--- src/cfd_pkg.sv ---
/*
  Package for the CPU status byte and first-map opcode decode block.
  Assumes a single core clock domain; no timing constants are needed.
*/
package cfd_pkg;
  localparam int unsigned FLAG_C_POS = 7;
  localparam int unsigned FLAG_Z_POS = 6;
  localparam int unsigned FLAG_S_POS = 5;
  localparam int unsigned FLAG_V_POS = 4;
  localparam int unsigned FLAG_D_POS = 3;
  localparam int unsigned FLAG_H_POS = 2;
  localparam int unsigned FLAG_U2_POS = 1;
  localparam int unsigned FLAG_U1_POS = 0;

  // Software register map on the plain register port
  localparam logic [3:0] ADDR_STATUS = 4'h0;
  localparam logic [3:0] ADDR_DECODE = 4'h1;
  localparam logic [3:0] ADDR_SAVED = 4'h2;
  localparam logic [3:0] ADDR_COND = 4'h3;

  localparam logic [5:0] ARITH_FLAGS_RESET = 6'h00;
  localparam logic [7:0] PREFIX_OPCODE = 8'h1F;
  localparam logic [7:0] OPC_TRAP = 8'hF2;
  localparam logic [7:0] OPC_INTERRUPT_RETURN_INSTR = 8'hBF;
  localparam logic [7:0] OPC_JR_CC = 8'h0B;
  localparam logic [7:0] OPC_JP_CC = 8'h0D;
  localparam logic [3:0] SAVE_DEPTH = 4'h8;

  typedef enum logic [3:0] {
    CFD_CC_F = 4'h0, CFD_CC_LT = 4'h1, CFD_CC_LE = 4'h2, CFD_CC_ULE = 4'h3,
    CFD_CC_OV = 4'h4, CFD_CC_MI = 4'h5, CFD_CC_Z = 4'h6, CFD_CC_C = 4'h7,
    CFD_CC_T = 4'h8, CFD_CC_GE = 4'h9, CFD_CC_GT = 4'hA, CFD_CC_UGT = 4'hB,
    CFD_CC_NOV = 4'hC, CFD_CC_PL = 4'hD, CFD_CC_NZ = 4'hE, CFD_CC_NC = 4'hF
  } cfd_cc_t;

  typedef enum logic [1:0] {
    CFD_MAP_FIRST = 2'b00,
    CFD_MAP_SECOND = 2'b01
  } cfd_map_t;
endpackage : cfd_pkg

--- src/cfd_stack_mem.sv ---
/*
  Small stack memory holding saved status bytes.
  Assumes the caller never pushes past depth; read data registered.
*/
`timescale 1ns/1ns
module cfd_stack_mem #(
  parameter int WIDTH = 8,
  parameter int DEPTH = 8,
  parameter int AW = 3
) (
  input wire logic core_clk, // core clock
  input wire logic wr_en, // write strobe
  input wire logic [AW-1:0] wr_addr, // write address
  input wire logic [WIDTH-1:0] wr_data, // write data
  input wire logic [AW-1:0] rd_addr, // read address
  output logic [WIDTH-1:0] rd_data // registered read data
);
  logic [WIDTH-1:0] mem_reg [DEPTH];

  always_ff @(posedge core_clk) begin
    if (wr_en) begin
      mem_reg[wr_addr] <= wr_data;
    end
    rd_data <= mem_reg[rd_addr];
  end
endmodule : cfd_stack_mem

--- src/cfd_flags_decode.sv ---
/*
  Status byte, branch condition evaluation, save/restore on trap and
  interrupt return, index sign extension and first-map opcode decode.
  Assumes fetch and datapath run on core_clk and present one-cycle strobes.
  Assumes entry and return never arrive in the same cycle; if they do,
  the push wins the pointer unless the stack is full, and the return still restores the old top.
  Assumes software writes the user bits before it relies on them, since
  neither power-up nor reset gives them a value.
  The save stack holds eight bytes; a further entry replaces the newest.
*/
// Chosen here: the register offsets and the plain strobed port.
`timescale 1ns/1ns
module cfd_flags_decode import cfd_pkg::*; #(
  parameter int ADDR_W = 16,
  parameter int STACK_AW = 3
) (
  input wire logic core_clk, // core clock
  input wire logic rst, // async reset, high
  input wire logic alu_update, // ALU op finished
  input wire logic [5:0] alu_flags, // C Z S V D H from datapath
  input wire logic [5:0] alu_mask, // which flags this op affects
  input wire logic user_wr, // explicit user bit write
  input wire logic [1:0] user_val, // new user bits {two, one}
  input wire logic entry_evt, // interrupt, trap or illegal trap
  input wire logic interrupt_return_instr, // return executed
  input wire logic op_valid, // opcode byte strobe
  input wire logic [7:0] op_byte, // opcode byte
  input wire logic [3:0] cc_code, // jump condition code
  input wire logic [ADDR_W-1:0] base_addr, // base for indexing
  input wire logic [7:0] index_byte, // signed index
  input wire logic [3:0] reg_addr, // register address
  input wire logic [7:0] reg_wdata, // register write data
  input wire logic reg_wr, // register write strobe
  input wire logic reg_rd, // register read strobe
  output logic [7:0] reg_rdata, // read data, cycle after read
  output logic [7:0] status_out, // status byte
  output logic branch_taken, // condition result
  output logic [7:0] push_data, // byte to stack
  output logic push_valid, // push strobe
  output logic map_sel, // 1 = second map active
  output logic [3:0] op_upper, // decoded row
  output logic [3:0] op_lower, // decoded column
  output logic op_strobe, // decoded first-map opcode
  output logic [ADDR_W-1:0] eff_addr // indexed address
);
  logic [5:0] arith_reg;
  logic [5:0] arith_next;
  logic [1:0] user_reg;
  logic [1:0] user_next;
  localparam int SP_W = STACK_AW + 1;
  logic [SP_W-1:0] sp_reg;
  logic [SP_W-1:0] sp_next;
  logic stack_full;
  logic [STACK_AW-1:0] top_addr;
  logic [STACK_AW-1:0] push_addr;
  logic [5:0] alu_merge;
  logic [7:0] rdata_next;
  logic [7:0] push_next;
  logic [ADDR_W-1:0] eff_next;
  logic sgn_lt;
  logic sgn_le;
  logic uns_le;
  logic [7:0] status_next;
  logic map_second;
  logic restore_pend_reg;
  cfd_map_t map_reg;
  cfd_map_t map_next;
  logic [7:0] stack_rd;
  logic cc_hit;
  logic c_f;
  logic z_f;
  logic s_f;
  logic v_f;
  logic is_prefix;
  logic first_op;
  logic [7:0] status_now;
  logic [ADDR_W-1:0] idx_ext;
  logic [7:0] rd_mux;
  logic wr_status;
  logic do_pop;

  // C Z S V D H U2 U1, bit 7 down to 0
  assign status_now = {arith_reg, user_reg};
  assign c_f = arith_reg[FLAG_C_POS-2];
  assign z_f = arith_reg[FLAG_Z_POS-2];
  assign s_f = arith_reg[FLAG_S_POS-2];
  assign v_f = arith_reg[FLAG_V_POS-2];
  // Compares shared by a condition and its inverse
  assign sgn_lt = s_f ^ v_f;
  assign sgn_le = z_f | sgn_lt;
  assign uns_le = c_f | z_f;
  assign wr_status = reg_wr && (reg_addr == ADDR_STATUS);
  assign do_pop = interrupt_return_instr && (sp_reg != '0);

  // Only C Z S V are wired in; H, D and user bits cannot reach a branch
  always_comb begin
    case (cfd_cc_t'(cc_code))
      CFD_CC_F: cc_hit = 1'b0;
      CFD_CC_LT: cc_hit = sgn_lt;
      CFD_CC_LE: cc_hit = sgn_le;
      CFD_CC_ULE: cc_hit = uns_le;
      CFD_CC_OV: cc_hit = v_f;
      CFD_CC_MI: cc_hit = s_f;
      CFD_CC_Z: cc_hit = z_f;
      CFD_CC_C: cc_hit = c_f;
      CFD_CC_T: cc_hit = 1'b1;
      CFD_CC_GE: cc_hit = ~sgn_lt;
      CFD_CC_GT: cc_hit = ~sgn_le;
      CFD_CC_UGT: cc_hit = ~uns_le;
      CFD_CC_NOV: cc_hit = ~v_f;
      CFD_CC_PL: cc_hit = ~s_f;
      CFD_CC_NZ: cc_hit = ~z_f;
      CFD_CC_NC: cc_hit = ~c_f;
      default: cc_hit = 1'b0;
    endcase
  end

  // One cell per arithmetic flag: an op rewrites only the flags it masks
  generate
    for (genvar gi = 0; gi < 6; gi++) begin : g_flag_cell
      assign alu_merge[gi] = alu_mask[gi] ? alu_flags[gi] : arith_reg[gi];
    end
  endgenerate

  // Restore beats a same-cycle ALU update and a register write
  always_comb begin
    arith_next = arith_reg;
    user_next = user_reg;
    if (restore_pend_reg) begin
      {arith_next, user_next} = stack_rd;
    end else if (wr_status) begin
      {arith_next, user_next} = reg_wdata;
    end else begin
      if (alu_update) begin
        arith_next = alu_merge;
      end
      if (user_wr) begin
        user_next = user_val;
      end
    end
  end

  // Pointer counts entries, so a full stack is told apart from an empty one
  assign stack_full = (sp_reg == SP_W'(SAVE_DEPTH));
  assign top_addr = STACK_AW'(sp_reg - 1'b1);
  // Once full, a further entry overwrites the newest byte; older ones survive
  assign push_addr = stack_full ? top_addr : sp_reg[STACK_AW-1:0];

  always_comb begin
    sp_next = sp_reg;
    if (entry_evt && !stack_full) begin
      sp_next = sp_reg + 1'b1;
    end else if (do_pop) begin
      sp_next = sp_reg - 1'b1;
    end
  end

  // Prefix arms the second map for exactly the following byte
  assign is_prefix = (op_byte == PREFIX_OPCODE);
  assign first_op = op_valid && (map_reg == CFD_MAP_FIRST) && !is_prefix;
  always_comb begin
    map_next = map_reg;
    if (op_valid) begin
      if ((map_reg == CFD_MAP_FIRST) && is_prefix) begin
        map_next = CFD_MAP_SECOND;
      end else begin
        map_next = CFD_MAP_FIRST;
      end
    end
  end

  // Index is two's complement; its sign bit fills the upper address bits
  assign idx_ext = {{(ADDR_W-8){index_byte[7]}}, index_byte};
  // Carry out of the top bit is dropped: addresses wrap
  assign eff_next = ADDR_W'(base_addr + idx_ext);

  assign rd_mux = (reg_addr == ADDR_STATUS) ? status_now :
                  (reg_addr == ADDR_DECODE) ? {op_upper, op_lower} :
                  (reg_addr == ADDR_SAVED) ? stack_rd :
                  (reg_addr == ADDR_COND) ? {7'h00, cc_hit} : 8'h00;

  // Next values are settled here; the flops below only capture them
  assign rdata_next = reg_rd ? rd_mux : 8'h00;
  assign push_next = status_now;
  assign status_next = {arith_next, user_next};
  assign map_second = (map_next == CFD_MAP_SECOND);

  cfd_stack_mem #(
    .WIDTH(8),
    .DEPTH(1 << STACK_AW),
    .AW(STACK_AW)
  ) cfd_stack_mem_inst (
    .core_clk(core_clk),
    .wr_en(entry_evt),
    .wr_addr(push_addr),
    .wr_data(status_now),
    .rd_addr(top_addr),
    .rd_data(stack_rd)
  );

  // User bits sit outside the reset on purpose; reset also freezes them
  always_ff @(posedge core_clk) begin
    if (!rst) begin
      user_reg <= user_next;
    end
  end

  always_ff @(posedge core_clk or posedge rst) begin
    if (rst) begin
      arith_reg <= ARITH_FLAGS_RESET;
    end else begin
      arith_reg <= arith_next;
    end
  end

  always_ff @(posedge core_clk or posedge rst) begin
    if (rst) begin
      sp_reg <= '0;
    end else begin
      sp_reg <= sp_next;
    end
  end

  // Restore lands one edge after the return, once the stack read is out
  always_ff @(posedge core_clk or posedge rst) begin
    if (rst) begin
      restore_pend_reg <= 1'b0;
    end else begin
      restore_pend_reg <= do_pop;
    end
  end

  always_ff @(posedge core_clk or posedge rst) begin
    if (rst) begin
      map_reg <= CFD_MAP_FIRST;
    end else begin
      map_reg <= map_next;
    end
  end

  // Outputs are bare flops, so no path runs from an input to a pin
  always_ff @(posedge core_clk or posedge rst) begin
    if (rst) begin
      reg_rdata <= 8'h00;
    end else begin
      reg_rdata <= rdata_next;
    end
  end

  always_ff @(posedge core_clk or posedge rst) begin
    if (rst) begin
      status_out <= 8'h00;
      branch_taken <= 1'b0;
    end else begin
      status_out <= status_next;
      branch_taken <= cc_hit;
    end
  end

  always_ff @(posedge core_clk or posedge rst) begin
    if (rst) begin
      push_data <= 8'h00;
      push_valid <= 1'b0;
    end else begin
      push_data <= push_next;
      push_valid <= entry_evt;
    end
  end

  // op_upper and op_lower keep the last first-map opcode between strobes
  always_ff @(posedge core_clk or posedge rst) begin
    if (rst) begin
      map_sel <= 1'b0;
      op_upper <= 4'h0;
      op_lower <= 4'h0;
      op_strobe <= 1'b0;
    end else begin
      map_sel <= map_second;
      op_strobe <= first_op;
      if (first_op) begin
        op_upper <= op_byte[7:4];
        op_lower <= op_byte[3:0];
      end
    end
  end

  always_ff @(posedge core_clk or posedge rst) begin
    if (rst) begin
      eff_addr <= '0;
    end else begin
      eff_addr <= eff_next;
    end
  end
endmodule : cfd_flags_decode

--- config.mk ---
export PLATFORM = sky130hd
export DESIGN_NAME = cfd_flags_decode
export DESIGN_NICKNAME = d
export VERILOG_FILES = /design/src/cfd_pkg.sv /design/src/cfd_stack_mem.sv /design/src/cfd_flags_decode.sv
export SDC_FILE = /design/constraint.sdc
export NUM_CORES = 1
export LEC_CHECK = 0
export BUFFER_PORTS_ARGS = -buffer_cell sky130_fd_sc_hd__clkbuf_2
export CAP_MARGIN = 20
export CORE_UTILIZATION = 36
export DETAILED_ROUTE_END_ITERATION = 8
export GPL_TIMING_DRIVEN = 0
export HOLD_SLACK_MARGIN = 0.02
export REMOVE_ABC_BUFFERS = 1
export SYNTH_ARGS = -nofsm -noshare
export SYNTH_HDL_FRONTEND = slang
export SYNTH_HIERARCHICAL = 1
export SYNTH_SLANG_ARGS = --single-unit
export TNS_END_PERCENT = 10
--- constraint.sdc ---
create_clock -name core_clk -period 3.85 [get_ports core_clk]
set_clock_uncertainty 0.2 [all_clocks]
set_input_delay 0.77 -clock core_clk [delete_from_list [all_inputs] [get_ports core_clk]]
set_output_delay 0.77 -clock core_clk [all_outputs]
set_load 0.01 [all_outputs]
# Word level (Yosys, flattened, before mapping)
# Memory sizes are Yosys's and may differ from the RTL's. A register that Yosys moved wholly into a read port is not among the register bits.
# Cells that the tools add are included.
# word_totals
regBits	67
ram_bits	64
in_bits	71
output_inout_bits	52
word_cells	88
n_memories	1
# memory_table
name	words	word_bits	rd	rd_ports_with_merged_regs	write_ports	line	rtl
cfd_stack_mem_inst.mem_reg	8	8	1	1	1	cfd_stack_mem.sv:18	logic [WIDTH-1:0] mem_reg [DEPTH];
# op_classes
add_sub_neg	3
eq_ne	21
n_mux	25
bitwise_logic	10
reduce_logical	13
# ops
op	count
equality test 4 bit (second input constant)	9
2-to-1 mux 8 bit	4
2-to-1 mux 6 bit	3
adder 16 bit	1
equality test 4 x 2 -> 1 bit (second input constant)	4
equality test 4 x 3 -> 1 bit (second input constant)	4
case mux 1 bit (16 select lines)	1
2-to-1 mux 1 bit	10
equality test 4 x 1 -> 1 bit (second input constant)	2
equality test 8 x 5 -> 1 bit (second input constant)	1
zero test 4 bit	2
2-to-1 mux 2 bit	4
2-to-1 mux 4 bit	2
NOT 1 bit	7
logical AND 1 bit	6
adder 4 x 1 -> 4 bit (second input constant)	1
nonzero test 4 bit	1
subtractor 4 x 1 -> 4 bit (second input constant)	1
2-to-1 mux 3 bit	1
equality test 2 x 1 -> 1 bit (second input constant)	1
zero test 1 bit	2
zero test 2 bit	1
OR 1 bit	2
nonzero test 2 bit	1
XOR 1 bit	1

# Longest topological paths before layout
# depth
word_depth	9
depth_mapped	8
ltp_nobuf	8

# Modules after synthesis
# The synthesis kept the hierarchy.
# modules_own_cells
mod	n_inst	cells_per_inst	area_each_um2	seq_area_each_um2
cfd_flags_decode	1	357	3331.9	1536.5
cfd_stack_mem	1	114	2691.3	2082.0

# Worst setup path before layout
# Ideal clock, no wire load.
# synth_timing
path_type	input-to-reg
from	in rst
to	reg user_reg[0], enable pin
setup_ns	0.419
t_arrival_ns	2.029
required_ns	3.231
path_slack_ns	1.202
path_stages	1
path_buffers	0
cell_sequence	inv_1
# synth_rtl
element	line	rtl
from (decl)	cfd_flags_decode.sv:18	input wire logic rst,
to (signal assigned)	cfd_flags_decode.sv:204	user_reg <= user_next;
to (decl)	cfd_flags_decode.sv:48	logic [1:0] user_reg;
# No word-level cell between the ends.

# Worst setup path in the final report
# layout_timing
from	reg sp_reg[0]
to	mem cfd_stack_mem_inst.mem_reg[1][4], enable pin
# layout_via
elab_chain_len	2
word_cells_on_any_way	3
classes_between	add/sub: 1; eq/ne: 1; mux: 1
# layout_lines
element	line	rtl
from (decl)	cfd_flags_decode.sv:51	logic [SP_W-1:0] sp_reg;
from (signal assigned)	cfd_flags_decode.sv:220	sp_reg <= sp_next;
subtractor 4 x 1 -> 4 bit or equality test 4 bit (tied branches)	--	
2-to-1 mux 3 bit *	cfd_flags_decode.sv:147	assign push_addr = stack_full ? top_addr : sp_reg[STACK_AW-1:0];
net push_addr[1]	cfd_flags_decode.sv:55	logic [STACK_AW-1:0] push_addr;
to (decl)	cfd_stack_mem.sv:18	
# Mark *: on every way through the listed nets, which the timed path passes. The rest lies on a longest branch.

==> results.py <==
metrics = {
    "logic_synthesis": {
        "ys_async_sr_fraction_pct": 44.4,
        "synth_cells": 471,
        "synth_area_leaders": "edfxtp_1, dfrtp_1, mux4_1",
        "synth_seq_area_share_pct": 60.1,
        "synth_top_cell_area_share_pct": 32.9,
        "synth_top_area_cell": "edfxtp_1",
        "synth_edf_count": 66,
        "ys.flop_type": "edfxtp_1",
        "syn_area_sq_um": 6020,
        "ys_types": 60,
        "yosysWarnings": 6,
        "syn_avg_cell_area_sq_um": 12.8,
        "ys_ff_latch": 133,
    },
    "drt": {
        "via_per_inst": 5.04,
        "drtPass1Iterations": 4,
        "ant_nets": 0,
        "drc": 0,
        "drt_iter0_markers": 316,
        "vias": 4170,
        "wl_per_cell_microns": 16.8,
        "finalWirelength_microns": 13900,
    },
    "layout": {
        "multi_input_area_sq_um": 2230,
        "syn_to_final_growth_pct": 24.1,
        "fill_cells": 1491,
        "layout.nets": 687,
        "drive_gt1_share_pct": 28.8,
        "antennaDiodeCount": 0,
        "regArea_sq_um": 3620,
        "final_common_cell": "clkbuf_2",
        "final_cell_count_no_fill": 827,
        "largest_reg_flops": 64,
        "layout_common_cells": "clkbuf_2, edfxtp_1, dfrtp_1",
    },
    "power": {
        "power.density_nw_per_um2": 716,
        "ir_worst_vdd_v": 0.000361,
        "p_sw_share_pct": 31.3,
        "power_frac_comb_pct": 27.6,
        "seqPwrFrac_pct": 42.1,
        "power_leakage_nw": 3.21,
        "internal-power_mw": 3.68,
        "clkPwrFrac_pct": 30.3,
        "power.total_mw": 5.35,
        "p_switching_mw": 1.68,
    },
    "place": {
        "place_congestion": 0.830,
        "hpwl_microns": 9800,
        "place_ws_ps": -33.6,
        "port_buffers": 122,
        "dp_cells": 795,
    },
    "clock_network": {
        "ctsHtreeMaxLevel": 4,
        "cts_buffers": 17,
        "clockRootBuffer": "clkbuf_16",
        "ctsHoldBuffers": 0,
        "clockBufferDepth": 2,
        "clock-sinks": 133,
        "cts_tree": "done",
        "clock_latency_ps": 420,
        "path_clk_slew_ps": 60,
    },
    "grt": {
        "grt_pass1_wl_microns": 22200,
        "overflow": 0,
        "grt_max_degree": 33,
        "gr-usage-all-layers_pct": 16.8,
        "antenna_found_initial": 0,
        "grt_pass1_vias": 4278,
    },
    "worst_setup_path": {
        "cp.required_ps": 3690,
        "arrival_ps": 3410,
        "critPathKind": "flop to flop",
        "worstSetupEndpointType": "flop",
        "cp_max_fo": 17,
        "crit_slowest_cell": "nor2_1",
        "crit_chain": "clkinvlp_4, ha_1, nor2b_1, nand2_1, o21ai_0, nand2b_1, nor2_1",
        "cpPeakStageDelay_ps": 620,
        "critPathLaunchType": "flop",
    },
    "floorplanning": {
        "row_count": 46,
        "core_sq_um": 16100,
        "die_area_sq_um": 17300,
        "dieWidth_microns": 131,
        "start_util_pct": 37.4,
        "die_y_microns": 131,
        "ioPinCount": 123,
    },
    "timing": {
        "post-route-period-util_pct": 92.8,
        "fin_crit_ps": 3570,
        "timing.hold.ws_ps": 239,
        "setup_viol": 0,
        "rsz0062_at_grt": "false",
        "slew_headroom_pct": 47.3,
        "drv_slew": 0,
        "hold_violations": 0,
        "tns_ps": 0,
        "fmax_mhz": 280,
        "setup_ws_ps": 278,
        "worst_slew_pin_slew_ps": 787,
    },
    "min_path": {
        "hold_class": "input port to async pin",
    },
    "flow_run": {
        "cap_violations": 0,
    },
    "run_status": {
        "status": "completed",
    },
}
## cell type report
class | instances | share of cell area (%)
clock buffers | 21 | 6.44
well taps | 216 | 3.61
clock inverters | 11 | 1.64
repair buffers | 126 | 8.75
inverters | 26 | 1.36
flip-flops and latches | 133 | 48.4
multi-input cells | 294 | 29.8
## Yosys cell counts, drive strengths merged, types with 9 or more instances
cell type  number
ha             17
dfrtp          59
nand3          12
a21oi          20
mux4           17
edfxtp         66
nor2b          12
clkbuf         12
nor2           33
nand2          40
inv            26
xnor2           9
o21ai          35
## per-layer routing
| layer | vias to the layer above | wire length, microns | global-route usage, % |
|---|---|---|---|
| li1 | 2007 | - | - |
| met1 | 2036 | 6060 | 20.3 |
| met2 | 119 | 6850 | 27.9 |
| met3 | 8 | 817 | 5.52 |
| met4 | 0 | 136 | 6.01 |
| met5 | - | 0 | 0 |
## per-stage QoR
step,util [%],instance area (sq um)
after floorplan,-,5930
after global routing,46.4,7480
after detailed placement,42.6,6860
after CTS,46.3,7470
final,46.4,7480
after global placement,42.3,6810
## power by group through the flow
stage | clock network [mW] | logic, mW | registers (mW)
final | 1.62 | 1.48 | 2.25
after detailed placement | 0 | 1.49 | 2.28
after CTS | 1.65 | 1.50 | 2.26
after floorplan | 0 | 0.934 | 2.22
after global placement | 0 | 1.43 | 2.26
after global routing | 1.72 | 1.62 | 2.30
## final timing paths
check / start / end / depth (start not counted) / slack [ps]
worst min-delay path: rst / eff_addr[0] / 2 / 240
worst min register to register: cfd_stack_mem_inst/rd_data[5] / status_out[5] / 2 / 270
worst max-delay path: sp_reg[0] / cfd_stack_mem_inst/mem_reg[1][4] / 7 / 280
max in group asynchronous: rst / push_data[7] / 3 / 2590
min in group core_clk: cfd_stack_mem_inst/rd_data[5] / status_out[5] / 2 / 270
worst max register to register: sp_reg[0] / cfd_stack_mem_inst/mem_reg[1][4] / 7 / 280
## repair_timing
item                                    in CTS  in global routing
endpoints found under the setup margin       8                 59
buffers inserted                             0                  0
resized for setup                            1                  3
## worst max-delay path: cells and delay by family, from the launching register on
kind            cells  cell delay (ps)
buf+inv             1              520
flops               1              520
fa+ha+maj           1              520
compound gates      1              210
simple gates        4             1230
## kinds of logic (layout without fill, tap and decap cells)
logic type | count (synthesis) | count (layout) | synth area share [%]
compound gates | 105 | 105 | 11.2
flops | 133 | 133 | 60.1
fa+ha+maj | 18 | 18 | 3.86
simple gates | 126 | 126 | 9.91
mux | 29 | 29 | 9.45
buf+inv | 44 | 184 | 3.18
xor+xnor | 16 | 16 | 2.33
Power figures use the tool's default switching activity.
